## config.mk

```make
export PLATFORM = sky130hd
export DESIGN_NAME = dual_uart_host_bus_port
export DESIGN_NICKNAME = d
export VERILOG_FILES = /design/src/rtl/host_port_pkg.sv /design/src/rtl/host_reg_mem.sv /design/src/rtl/dual_uart_host_bus_port.sv
export SDC_FILE = /design/constraint.sdc
export NUM_CORES = 1
export LEC_CHECK = 0
export BUFFER_PORTS_ARGS = -buffer_cell sky130_fd_sc_hd__clkbuf_2
export CAP_MARGIN = 15
export CORE_MARGIN = 2
export CORE_UTILIZATION = 30
export CTS_BUF_LIST = sky130_fd_sc_hd__clkbuf_4
export DETAILED_ROUTE_END_ITERATION = 16
export PLACE_DENSITY = 0.54
export SYNTH_ARGS = -nofsm -noshare
export SYNTH_HDL_FRONTEND = slang
export SYNTH_SLANG_ARGS = --single-unit
```

## constraint.sdc

```tcl
create_clock -name ref_clk -period 16.7 [get_ports ref_clk]
set_input_delay 2.505 -clock ref_clk [delete_from_list [all_inputs] [get_ports ref_clk]]
set_output_delay 2.505 -clock ref_clk [all_outputs]
set_load 0.05 [all_outputs]
```

## src/rtl/host_port_pkg.sv

```systemverilog
// constants and types shared by the dual channel host bus port
package host_port_pkg;

    // ==================================================================
    // timing
    localparam int CLK_PERIOD_NS = 10;
    localparam int WAKE_TIME_NS = 45000;
    // longest allowed time, so the division rounds down
    localparam int WAKE_CYCLES = WAKE_TIME_NS / CLK_PERIOD_NS;
    localparam int WAKE_CNT_W = 16;

    // ==================================================================
    // register map (standard uart layout, one bank of eight per channel)
    localparam logic [2:0] MODEM_CTRL_OFFSET = 3'h4;
    localparam int IRQ_OUT_EN_BIT = 3;
    localparam int REG_COUNT = 16;
    localparam logic [7:0] REG_RESET = 8'h00;
    localparam logic [1:0] IRQ_OUT_EN_RESET = 2'h0;

    // ==================================================================
    // power behaviour
    // partial sleep stops the oscillator and keeps the charge pump
    localparam logic PARTIAL_STOPS_OSC = 1'b1;

    typedef enum logic [1:0] {
        PM_ACTIVE,
        PM_PARTIAL,
        PM_FULL,
        PM_SAVE
    } pwr_mode_t;

    typedef enum logic [1:0] {
        PH_IDLE,
        PH_RD_WAIT,
        PH_RD_DRIVE,
        PH_WR_HOLD
    } bus_phase_t;

    // ==================================================================
    // bus pins as seen after synchronisation
    typedef struct packed {
        logic style;
        logic cs_a_n;
        logic cs_b_n;
        logic rd_n;
        logic wr_n;
        logic [2:0] addr;
        logic [7:0] data;
        logic [1:0] hw_mode;
    } pin_t;

    localparam pin_t PIN_RESET = '{style: 1'b1, cs_a_n: 1'b1,
        cs_b_n: 1'b1, rd_n: 1'b1, wr_n: 1'b1, addr: 3'h0,
        data: 8'h00, hw_mode: 2'h0};

endpackage : host_port_pkg

```

## src/rtl/host_reg_mem.sv

```systemverilog
// register bank of both channels with a registered read port
`timescale 1ns/1ps
module host_reg_mem (
    // clock and reset
    input wire logic ref_clk,
    input wire logic rst,
    // write port
    input wire logic wr_en,
    input wire logic [3:0] wr_addr,
    input wire logic [7:0] wr_data,
    // read port, data one cycle after the address
    input wire logic [3:0] rd_addr,
    output logic [7:0] rd_data
);
    import host_port_pkg::*;

    typedef struct packed {
        logic [REG_COUNT-1:0][7:0] cells;
        logic [7:0] rd_data;
    } mem_state_t;

    mem_state_t st;
    mem_state_t next_st;

    always_comb begin
        next_st = st;
        next_st.rd_data = st.cells[rd_addr];
        if (wr_en) begin
            next_st.cells[wr_addr] = wr_data;
        end
    end

    always_ff @(posedge ref_clk or posedge rst) begin
        if (rst) begin
            st <= '{cells: {REG_COUNT{REG_RESET}}, rd_data: REG_RESET};
        end else begin
            st <= next_st;
        end
    end

    assign rd_data = st.rd_data;

endmodule : host_reg_mem

```

## src/rtl/dual_uart_host_bus_port.sv

```systemverilog
// host bus port of a two channel uart: decode, interrupts, power modes
// ======================================================================
// Overview of operation
// three address lines pick the register
// eight bit data bus, both directions
// read strobe fall drives addressed byte out
// write strobe rise stores the data byte
// style low: ignore read strobe, write is r/w
// style high: separate selects for channels a, b
// style low: channel a select selects the device
// style low: channel b select picks the channel
// strobe style: irq a high, enabled by control bit
// strobe style: irq b high, enabled by control bit
// r/w style: irq a shared, low, open drain
// r/w style: irq b unused
// four power modes, active after reset
// partial stops one source, full stops both
// power save isolates the bus pins
// wake interrupt on leaving low power
// wake completes within the wake time
// standard uart register layout per channel
// no select means no access, bus undriven
`timescale 1ns/1ps
module dual_uart_host_bus_port #(
    parameter int unsigned WAKE_CYCLES = host_port_pkg::WAKE_CYCLES
) (
    // clock and reset
    input wire logic ref_clk,
    input wire logic rst,
    // host bus pins
    input wire logic bus_style,
    input wire logic [2:0] addr,
    input wire logic read_strobe_n,
    input wire logic write_strobe_n,
    input wire logic chan_a_select_n,
    input wire logic chan_b_select_n,
    input wire logic [7:0] data_in,
    output logic [7:0] data_out,
    output logic data_oe,
    // interrupt pins and core requests
    input wire logic chan_a_irq_req,
    input wire logic chan_b_irq_req,
    output logic chan_a_irq_out,
    output logic chan_a_irq_oe,
    output logic chan_b_irq_out,
    output logic chan_b_irq_oe,
    // power control
    input wire logic [1:0] hw_mode_pin,
    input wire logic [1:0] sw_mode_req,
    output logic osc_en,
    output logic pump_en,
    output logic bus_isolate,
    output logic wake_busy,
    output logic wake_irq
);
    import host_port_pkg::*;

    // ==================================================================
    // state
    typedef struct packed {
        pin_t sync1;
        pin_t sync2;
        bus_phase_t phase;
        logic rd_prev;
        logic wr_prev;
        logic [3:0] lat_addr;
        logic [7:0] lat_data;
        logic [7:0] data_out;
        logic data_oe;
        logic [1:0] irq_out_en;
        logic irq_a_out;
        logic irq_a_oe;
        logic irq_b_out;
        logic irq_b_oe;
        pwr_mode_t mode;
        logic waking;
        logic [WAKE_CNT_W-1:0] wake_cnt;
        logic wake_irq;
        logic osc_en;
        logic pump_en;
        logic isolate;
    } port_state_t;

    localparam port_state_t STATE_RESET = '{sync1: PIN_RESET,
        sync2: PIN_RESET, phase: PH_IDLE, rd_prev: 1'b0, wr_prev: 1'b0,
        lat_addr: 4'h0, lat_data: 8'h00, data_out: 8'h00, data_oe: 1'b0,
        irq_out_en: IRQ_OUT_EN_RESET, irq_a_out: 1'b0, irq_a_oe: 1'b0,
        irq_b_out: 1'b0, irq_b_oe: 1'b0, mode: PM_ACTIVE, waking: 1'b0,
        wake_cnt: '0, wake_irq: 1'b0, osc_en: 1'b1, pump_en: 1'b1,
        isolate: 1'b0};

    port_state_t st;
    port_state_t next_st;
    pin_t pin_now;
    pin_t p;

    logic sel_any;
    logic bus_chan;
    logic bus_live;
    logic rd_act;
    logic wr_act;
    logic rd_go;
    logic wr_go;
    logic mem_we;
    logic [3:0] mem_rd_addr;
    logic [7:0] mem_rd_data;
    pwr_mode_t req_mode;

    // ==================================================================
    // bus decode on synchronised pins
    assign pin_now = '{style: bus_style, cs_a_n: chan_a_select_n,
        cs_b_n: chan_b_select_n, rd_n: read_strobe_n,
        wr_n: write_strobe_n, addr: addr, data: data_in,
        hw_mode: hw_mode_pin};
    assign p = st.sync2;

    // strobe style: both selects live; r/w style: only channel a select
    assign sel_any = p.style ? (!p.cs_a_n || !p.cs_b_n)
                             : !p.cs_a_n;
    // a wins when both selects are low in strobe style
    assign bus_chan = p.style ? p.cs_a_n : p.cs_b_n;
    assign bus_live = sel_any && !st.isolate;
    assign rd_act = bus_live && (p.style ? !p.rd_n : p.wr_n);
    assign wr_act = bus_live && !p.wr_n;
    assign rd_go = rd_act && !st.rd_prev && (st.phase == PH_IDLE);
    assign wr_go = wr_act && !st.wr_prev && (st.phase == PH_IDLE);
    assign mem_rd_addr = {bus_chan, p.addr};
    assign mem_we = (st.phase == PH_WR_HOLD) && !wr_act;

    assign req_mode = (p.hw_mode != 2'h0) ? pwr_mode_t'(p.hw_mode)
                                          : pwr_mode_t'(sw_mode_req);

    host_reg_mem u_regs (
        .ref_clk(ref_clk),
        .rst(rst),
        .wr_en(mem_we),
        .wr_addr(st.lat_addr),
        .wr_data(st.lat_data),
        .rd_addr(mem_rd_addr),
        .rd_data(mem_rd_data)
    );

    // ==================================================================
    // next state
    always_comb begin
        next_st = st;
        next_st.sync1 = pin_now;
        next_st.sync2 = st.sync1;
        next_st.rd_prev = rd_act;
        next_st.wr_prev = wr_act;
        next_st.wake_irq = 1'b0;

        unique case (st.phase)
            PH_IDLE: begin
                if (rd_go) begin
                    next_st.lat_addr = mem_rd_addr;
                    next_st.phase = PH_RD_WAIT;
                end else if (wr_go) begin
                    next_st.lat_addr = mem_rd_addr;
                    next_st.lat_data = p.data;
                    next_st.phase = PH_WR_HOLD;
                end
            end
            PH_RD_WAIT: begin
                next_st.data_out = mem_rd_data;
                next_st.data_oe = rd_act;
                next_st.phase = rd_act ? PH_RD_DRIVE : PH_IDLE;
            end
            PH_RD_DRIVE: begin
                if (!rd_act) begin
                    next_st.data_oe = 1'b0;
                    next_st.phase = PH_IDLE;
                end
            end
            PH_WR_HOLD: begin
                // data keeps following the pins until the strobe ends
                if (wr_act) begin
                    next_st.lat_data = p.data;
                end else begin
                    next_st.phase = PH_IDLE;
                    if (st.lat_addr[2:0] == MODEM_CTRL_OFFSET) begin
                        next_st.irq_out_en[st.lat_addr[3]] =
                            st.lat_data[IRQ_OUT_EN_BIT];
                    end
                end
            end
        endcase

        // interrupt pins
        if (p.style) begin
            next_st.irq_a_out = chan_a_irq_req;
            next_st.irq_a_oe = st.irq_out_en[0];
            next_st.irq_b_out = chan_b_irq_req;
            next_st.irq_b_oe = st.irq_out_en[1];
        end else begin
            // open drain: only ever pulls low
            next_st.irq_a_out = 1'b0;
            next_st.irq_a_oe = chan_a_irq_req || chan_b_irq_req;
            next_st.irq_b_out = 1'b0;
            next_st.irq_b_oe = 1'b0;
        end

        // power modes
        if (st.waking) begin
            next_st.wake_cnt = st.wake_cnt - 1'b1;
            if (st.wake_cnt == 16'h0001) begin
                next_st.waking = 1'b0;
            end
        end
        if (req_mode != st.mode) begin
            next_st.mode = req_mode;
            if (req_mode == PM_ACTIVE) begin
                next_st.waking = 1'b1;
                next_st.wake_cnt = WAKE_CNT_W'(WAKE_CYCLES);
                next_st.wake_irq = 1'b1;
            end else begin
                next_st.waking = 1'b0;
            end
        end
        next_st.osc_en = !((next_st.mode == PM_FULL) ||
            (next_st.mode == PM_SAVE) ||
            ((next_st.mode == PM_PARTIAL) && PARTIAL_STOPS_OSC));
        next_st.pump_en = !((next_st.mode == PM_FULL) ||
            (next_st.mode == PM_SAVE) ||
            ((next_st.mode == PM_PARTIAL) && !PARTIAL_STOPS_OSC));
        next_st.isolate = (next_st.mode == PM_SAVE);
        if (next_st.isolate) begin
            next_st.data_oe = 1'b0;
        end
    end

    // async reset loads only the constant; mode starts active
    always_ff @(posedge ref_clk or posedge rst) begin
        if (rst) begin
            st <= STATE_RESET;
        end else begin
            st <= next_st;
        end
    end

    // ==================================================================
    // outputs
    assign data_out = st.data_out;
    assign data_oe = st.data_oe;
    assign chan_a_irq_out = st.irq_a_out;
    assign chan_a_irq_oe = st.irq_a_oe;
    assign chan_b_irq_out = st.irq_b_out;
    assign chan_b_irq_oe = st.irq_b_oe;
    assign osc_en = st.osc_en;
    assign pump_en = st.pump_en;
    assign bus_isolate = st.isolate;
    assign wake_busy = st.waking;
    assign wake_irq = st.wake_irq;
endmodule : dual_uart_host_bus_port

```

======== Yosys cells after proc, flatten, opt, wreduce, memory -nomap -nowiden ========
Index checks and enable logic that the tools add are counted.
storage, ports and cells
  input port bits ......................... 24
  logic and storage cells ................. 142
  output and inout port bits .............. 18
  bits in registers ....................... 226
cells by class
  $add $sub $neg .......................... 1
  mux-type cells .......................... 32
  $lt $le $gt $ge ......................... 5
  reductions and logical operators ........ 35
  bitwise operators ....................... 1
  eq/ne operators ......................... 16
operator list
  cell                   number
  $bwmux 128             1
  $mux 17                2
  $bmux 8 s4             1
  $demux 8 s4            1
  $mux 8                 4
  $mux 20                1
  $eq 16x1->1 const B    1
  $pmux 8 s2             1
  $sub 16x1->16 const B  1
  $mux 12                1
  $mux 2                 6
  $logic_and 1x1->1      10
  $logic_not 1->1        10
  $lt 4x5->1 const B     2
  $ne 2x2->1 const B     5
  $eq 2x2->1 const B     4
  $mux 1                 8
  $mux 4                 2
  $pmux 2 s4             1
  $ne 3x3->1 const B     2
  $reduce_and 3->1       2
  $reduce_bool 2->1      3
  $eq 2x1->1 const B     2
  $ge 4x1->1 const B     1
  13 further kinds       18

======== Logic depth before layout (Yosys ltp) ========
Gate-level depths: netlist (run 1).
  word-level depth ........................ 10
  gate-level depth with buffers ........... 8
  mapped depth without buffers ............ 7

======== Cells and area by module ========
A second synthesis (run 1) with hierarchy kept.
unflattened totals
  cells, all modules ...................... 629
  area, all modules ....................... 9510.4 um^2
modules (own cells, without submodules)
  module                   area an instance (um^2)  seq. area each (um^2)  times used  cells each
  host_reg_mem             6143.4                   3403.3                 1           385
  dual_uart_host_bus_port  3367.0                   2267.2                 1           244

======== Worst setup path before layout (run 1) ========
No wires, ideal clock.
  path kind ............................... input -> register
  from .................................... in sw_mode_req[0]
  to ...................................... reg st[10] in the netlist's numbering
  path buffers ............................ 1
  path slack .............................. 13.059 ns
  library setup time ...................... 0.073 ns
  data required time ...................... 16.627 ns
  stages on the path ...................... 7
  arrival ................................. 3.568 ns
  cell sequence ........................... inv_1 -> o21ai_0 -> nor2_1 -> o21ai_1 -> inv_1 -> clkbuf_1 -> nor2_1
RTL lines
  element               line                            source
  start, declared       dual_uart_host_bus_port.sv:49   input wire logic [1:0] sw_mode_req,
  end signal, assigned  dual_uart_host_bus_port.sv:237  st <= next_st;
  end, declared         dual_uart_host_bus_port.sv:92   port_state_t st;

======== Final worst setup path (run 1) ========
  from .................................... reg st (netlist bit wake_busy)
  to ...................................... out wake_busy
RTL lines
  element        line                           source
  end, declared  dual_uart_host_bus_port.sv:53  output logic wake_busy,
No word-level cell between the ends.

==> impl_results.md, run 1 <==
- Chip height: 180 µm
- Overall Global Routing Usage: 0.117
- Critical Path Start Type: flop
- Fin. max-slew vios: 0
- Max incr delay on CP: 0.47 ns
- Synth area leaders: dfrtp_1 (58%), mux2_2 (18%), mux4_2 (9.7%)
- Top Ports: 42
- R2r setup slk: 13.80 ns
- CP Max Fanout: 7
- Syn_nets: 617
- Horiz. Die Dim: 180 µm
- Post-synth EDFFs: 0
- CP endpoint kind: output pin
- Cts bufs inserted: 57
- TritonCTS clock tree: done
- First-pass GRT wire length: 30700 µm
- Worst path bufs/invs: 1
- Critical path type: reg2out
- Post-cts gate resize count: 0
- Cts hold-fix bufs: 0
- Placer Congestion: 0.731
- Post-synthesis sequential area ratio: 0.611
- Pleak: 0.00495 µW
- Postcts setup bufs: 0
- Hold Path Class: reg2reg
- Status: complete, no violations
- Cell taking the most area after synthesis: dfrtp_1
- Layout Nets: 684
- Period utilization: 0.239
- Pint: 1140 µW
- Pre-CTS WS: 12.12 ns
- Final setup margin: 12.71 ns
- Initial antenna violation count: 1
- DRT Pass-1 Iters: 4
- DR iter-0 viols: 263
- Main flop type after synthesis: dfrtp_1
- Syn Std Cell Area: 0.00928 mm²
- Utilization after layout: 0.346
- Yosys warns: 0
- Routed WL: 18200 µm
- RSZ-0062 raised after global routing: no
- Largest net degree at the start of global routing: 147
- PD cells: 153 mW/mm²
- Async S/R FF share, synth: 1.00
- Die ar.: 0.0324 mm²
- NetSw: 479 µW
- Clk pwr share: 0.279
- Port Buf Inserts: 41
- Post-Syn Area per Cell: 15.7 µm²
- Vias per cell: 4.65
- Sw Ratio: 0.297
- Min cycle time layout: 3.99 ns
- Post-synth cell types: 52
- Worst vdd ir: 0.0420 mV
- Logic pwr share: 0.201
- P&R area growth vs syn: 13.6%
- Remaining routing DRC violations: 0
- Final setup fails: 0
- Vias in the first global route: 5746
- Clock sink count: 226
- Share of cells above drive strength 1: 0.503
- CORE AREA: 0.0305 mm²
- Worst Skew: 0.0605 ns
- Slowest-stage cell, CP: dfrtp_1
- Hpwl dp: 11900 µm
- Post-Synthesis Cells: 591
- Design Area, Final: 0.0105 mm²
- Max-Cap Viols: 0
- Slew @ Worst Pin: 1.06 ns
- Post-synth top area share: 0.577
- H-tree depth: 2
- Root Driver: clkbuf_4
- CTS max path bufs: 3
- Seq pwr share: 0.519
- Post-DP Area: 0.00983 mm²
- F_max: 0.251 GHz
- Final hold slack: 0.337 ns
- Setup_tns: 0 ns
- #FFs+latches synth: 226
- Via count: 5097
- CP required: 14.20 ns
- Crit-path cells: clkbuf_2
- Delay-heaviest family, CP: flip-flops
- Starting Density: 0.304
- Critical path arrival: 1.49 ns
- Clk pin slew, worst setup/hold paths: 0.07 ns
- GR Overflow Total: 0
- Routed Antenna Nets: 0
- Wire per inst: 16.6 µm
- Fin. Hold Viols: 0
- Normalized max-slew margin: 0.295
- Clk Latency, worst-skew pair: 0.69 ns
- # rows: 64
Yosys cell counts (all sizes together), types with 2 or more instances:
cell type,n
a21boi,2
a21o,2
a21oi,3
a221oi,2
and2,5
buf,18
clkbuf,18
dfrtp,214
dfstp,12
ha,2
inv,11
mux2,149
mux2i,2
mux4,40
nand2,15
nand2b,4
nand3,2
nand4b,3
nor2,29
nor2b,5
nor3,8
nor3b,3
nor4,2
o21ai,6
or3,3
or4,3
xnor2,10
xor2,4
layout make-up:
cell class,count,area [µm²]
timing repair buffer,44,228
inverter,11,48.8
sequential,226,5670
fill,2927,20000
multi-input combinational,318,3390
clock inverter,9,35.0
clock buffer,90,676
antenna,1,2.50
tap,396,495
flip-flops by register name (all words and copies together), names as in the netlist:
signal          flops
wake_busy           1
p                  15
chan_b_irq_out      1
data_out            8
u_regs.rd_data      8
st                 36
bus_isolate         1
next_st            18
data_oe             1
wake_irq            1
chan_b_irq_oe       1
u_regs.st         128
pump_en             1
osc_en              1
chan_a_irq_oe       1
mem_rd_addr         3
chan_a_irq_out      1
cell usage in the layout, fill, tap and decap left out, types with 2 or more instances in the layout:
master / synthesis / layout
dfrtp_1: 214 / 212
mux2_2: 149 / 149
clkbuf_4: 0 / 90
clkbuf_2: 0 / 41
mux4_2: 40 / 40
nor2_1: 28 / 28
nand2_1: 15 / 15
dfstp_2: 12 / 12
inv_1: 11 / 10
xnor2_1: 10 / 10
nor3_1: 6 / 6
clkinv_1: 0 / 6
and2_1: 5 / 5
nor2b_1: 5 / 5
o21ai_0: 5 / 5
nand2b_1: 4 / 4
xor2_1: 4 / 4
nand4b_1: 3 / 3
or3_1: 3 / 3
nor3b_1: 3 / 3
buf_4: 8 / 3
nor3_2: 2 / 2
nand3_1: 2 / 2
mux2i_1: 2 / 2
a21o_1: 2 / 2
or4_4: 2 / 2
a21oi_1: 2 / 2
a221oi_1: 2 / 2
ha_1: 2 / 2
inv_2: 0 / 2
dfrtp_2: 0 / 2
per-stage QoR:
step / power, µW / instances
6_report: 1620 / 1095
5_1_grt: 1720 / 1095
4_1_cts: 1640 / 1094
3_5_place_dp: 1180 / 995
3_3_place_gp: 1150 / 995
2_1_floorplan: 1090 / 591
path summary, 6_finish.rpt:
path	startpoint	to	cells past startpoint
min in group asynchronous	rst	u_regs.st[44]	2
setup reg to reg	p[15]	u_regs.st[104]	6
max in group asynchronous	rst	mem_rd_addr[1]	3
hold reg to reg	next_st[64]	mem_rd_addr[0]	0
setup / recovery	wake_busy	wake_busy	1
hold / removal	next_st[64]	mem_rd_addr[0]	0
kinds of logic (layout without fill, tap and decap cells):
group	after synthesis	in the layout	share of synthesized area
AND/OR/NAND/NOR	88	88	0.0515
AO/OA/AOI/OAI	23	23	0.0177
flip-flops	226	226	0.611
adder cells (fa/ha/maj)	2	2	0.00270
XOR/XNOR	14	14	0.0132
other	0	1	0
buffers and inverters	47	154	0.0240
multiplexers	191	191	0.280
power by group through the flow:
stage               combinational (µW)  clock, µW  sequential [µW]
floorplan                          307          0              787
global placement                   318          0              829
detailed placement                 329          0              849
CTS                                330        474              838
global route                       353        503              868
finish                             325        451              839
layer usage:
layer	track usage	up-vias	share of wire
li1	-	2278	-
met1	0.146	2678	0.43
met2	0.196	98	0.50
met3	0.0269	43	0.040
met4	0.0514	0	0.027
met5	0	-	0
(Power assumes the default switching activity.)
==> inputs of run 2 (changes only) <==
- ABC_AREA: default -> 1
- PLACE_DENSITY: 0.54 -> 0.55
- clock period: 16.7 -> 3.2 ns (I/O delays scaled with it)
==> run 2 against run 1 <==
Synthesized cell count up 79%. Largest cell class unchanged. Hold slack worse by 0.24 ns. Design area up 8.4%. Cell count up 48%. Sequential cell count unchanged. Highest routed layer unchanged. First-iteration DRC count up 49%. Synthesized area up 6.9%. Wire length up 30%.
==> impl_results.md, run 2 <==
- Highest routed layer: met4
- Top Ports: 42
- Overall Global Routing Usage: 0.143
- Cell with the most instances after synthesis: nand2_1
- Delay-heaviest family, CP: flip-flops
- Reg area: 0.00567 mm²
- Syn Std Cell Area: 0.00992 mm²
- Post-synth cell types: 35
- Wire per inst: 14.5 µm
- Met2 wire length: 10800 µm
- Routed Antenna Nets: 0
- Pleak: 0.00545 µW
- Reg2Reg Depth: 9
- Post-synthesis sequential area ratio: 0.572
- Hold Path Class: in2reg
- Hold Path Sink: chan_b_irq_out
- First-pass GRT wire length: 38900 µm
- Clock sink count: 226
- Syn_nets: 1084
- Slew @ Worst Pin: 0.933 ns
- Metal-1 WL: 11200 µm
- Most frequent cells in the layout: nand2_1 (237), dfrtp_1 (212), nor2_1 (148)
- Clk Latency, worst-skew pair: 0.67 ns
- Starting Density: 0.305
- Min cycle time layout: 1.97 ns
- Fin. Hold Viols: 0
- Vias in the first global route: 7267
- Initial antenna violation count: 1
- Final setup fails: 0
- F_max: 0.507 GHz
- #FFs+latches synth: 226
- FF-to-FF End: u_regs.st[94]
- Fillers: 3437
- CORE AREA: 0.0325 mm²
- Cell taking the most area after synthesis: dfrtp_1
- Synth area leaders: dfrtp_1 (54%), nand2_1 (9.0%), o21ai_2 (6.4%)
- TritonCTS clock tree: done
- Critical path arrival: 1.49 ns
- Routed WL: 23600 µm
- Hpwl dp: 14700 µm
- Clk pin slew, worst setup/hold paths: 0.06 ns
- Max incr delay on CP: 0.50 ns
- Hold Startpoint: chan_b_irq_req
- PD cells: 750 mW/mm²
- Via count: 7319
- R2r setup slk: 1.24 ns
- Horiz. Die Dim: 186 µm
- Worst vdd ir: 0.237 mV
- CP Max Fanout: 7
- Post-Syn Area per Cell: 9.38 µm²
- Postcts setup bufs: 0
- Status: complete, no violations
- Crit-path cells: clkbuf_2
- CP endpoint kind: output pin
- Leading cell type in the layout, fill and taps excluded: nand2_1
- Root Driver: clkbuf_4
- Critical path type: reg2out
- CTS max path bufs: 3
- P&R area growth vs syn: 15.2%
- Setup_tns: 0 ns
- DRT Pass-1 Iters: 5
- Final hold slack: 0.0950 ns
- RSZ-0062 raised after global routing: no
- Remaining routing DRC violations: 0
- CP required: 2.72 ns
- GR Overflow Total: 0
- WL met3: 1250 µm
- Chip height: 186 µm
- Largest net degree at the start of global routing: 73
- Largest reg by FF count: u_regs.st
- H-tree depth: 2
- Layout Nets: 1160
- Max-Cap Viols: 0
- Worst path bufs/invs: 1
- Die ar.: 0.0345 mm²
- Post-layout power: 8570 µW
- Critical Path Start Type: flop
- Slowest-stage cell, CP: dfrtp_1
- Share of cells above drive strength 1: 0.237
- Async S/R FF share, synth: 1.00
- Port Buf Inserts: 41
- Main flop type after synthesis: dfrtp_1
- Cts bufs inserted: 61
- Multi-input logic area: 0.00364 mm²
- Post-synth top cells: nand2_1 (237), dfrtp_1 (214), nor2_1 (148), o21ai_0 (119), o21ai_2 (73)
- Post-synth top area share: 0.540
- DR iter-0 viols: 393
- Normalized max-slew margin: 0.378
- Number of flip-flops in the largest register: 128
- # rows: 66
- Post-synth EDFFs: 0
- Placer Congestion: 0.786
- Worst Skew: 0.0291 ns
- Vias per cell: 4.50
- R2R Path Start: p[15]
- Fin. max-slew vios: 0
- Hold Path Stages: 3
- Yosys warns: 0
- Post-Synthesis Cells: 1058
- Period utilization: 0.617
## run 2: cell types whose count changed in the layout (fill, tap and decap cells not counted), moves of 45 or more
cell / delta
o21ai_2: +73
mux2_2: -149
o21ai_0: +114
nand2_1: +222
nor2_1: +120
inv_1: +45
## run 2: how the worst max path moves through the flow
| stage | endpoint | slack, ns | from | cells past startpoint |
|---|---|---|---|---|
| floorplan | bus_isolate | -0.22 | rst | 1 |
| global placement | u_regs.st[89] | 1.30 | p[15] | 9 |
| detailed placement | u_regs.st[90] | 1.27 | p[15] | 9 |
| CTS | wake_busy | 1.18 | wake_busy | 1 |
| global route | st[40] | 1.11 | p[17] | 8 |
| finish | wake_busy | 1.23 | wake_busy | 1 |
## run 2: per-layer routing
metal | track usage | vias up
met3 | 0.0305 | 34
met1 | 0.196 | 3484
met2 | 0.223 | 163
met5 | 0 | -
met4 | 0.0482 | 0
li1 | - | 3638
## run 2: layout make-up
| cell class | instances | share of cell area |
|---|---|---|
| Antenna cell | 2 | 0.000438 |
| Clock buffer | 99 | 0.0650 |
| Clock inverter | 11 | 0.00383 |
| Inverter | 61 | 0.0208 |
| Multi-Input combinational cell | 711 | 0.319 |
| Sequential cell | 226 | 0.496 |
| Tap cell | 442 | 0.0484 |
| Timing Repair Buffer | 73 | 0.0466 |
## run 2: what timing repair did
action | in CTS | in global routing
resized for setup | 0 | 0
endpoints found under the hold margin | 37 | 0
hold buffers | 20 | 0
## run 2: logic make-up after synthesis
family          after synthesis  synth area share
simple gates                464             0.202
compound gates              238             0.157
flops                       226             0.572
xor+xnor                      7           0.00618
fa+ha+maj                     2           0.00252
buf+inv                     121            0.0612
## run 2: per-stage QoR
step | area, µm² | worst slack (ns) | instances | util
after floorplan | 9920 | -0.222 | 1058 | -
after global placement | 10400 | 1.30 | 1493 | 0.321
after detailed placement | 10400 | 1.27 | 1493 | 0.321
after CTS | 11400 | 1.18 | 1623 | 0.351
after global routing | 11400 | 1.11 | 1625 | 0.351
final | 11400 | 1.23 | 1625 | 0.351
## run 2: power breakdown
group / switching (µW) / internal, µW
Combinational: 1470 / 604
Clock: 1170 / 1390
Sequential: 406 / 3530
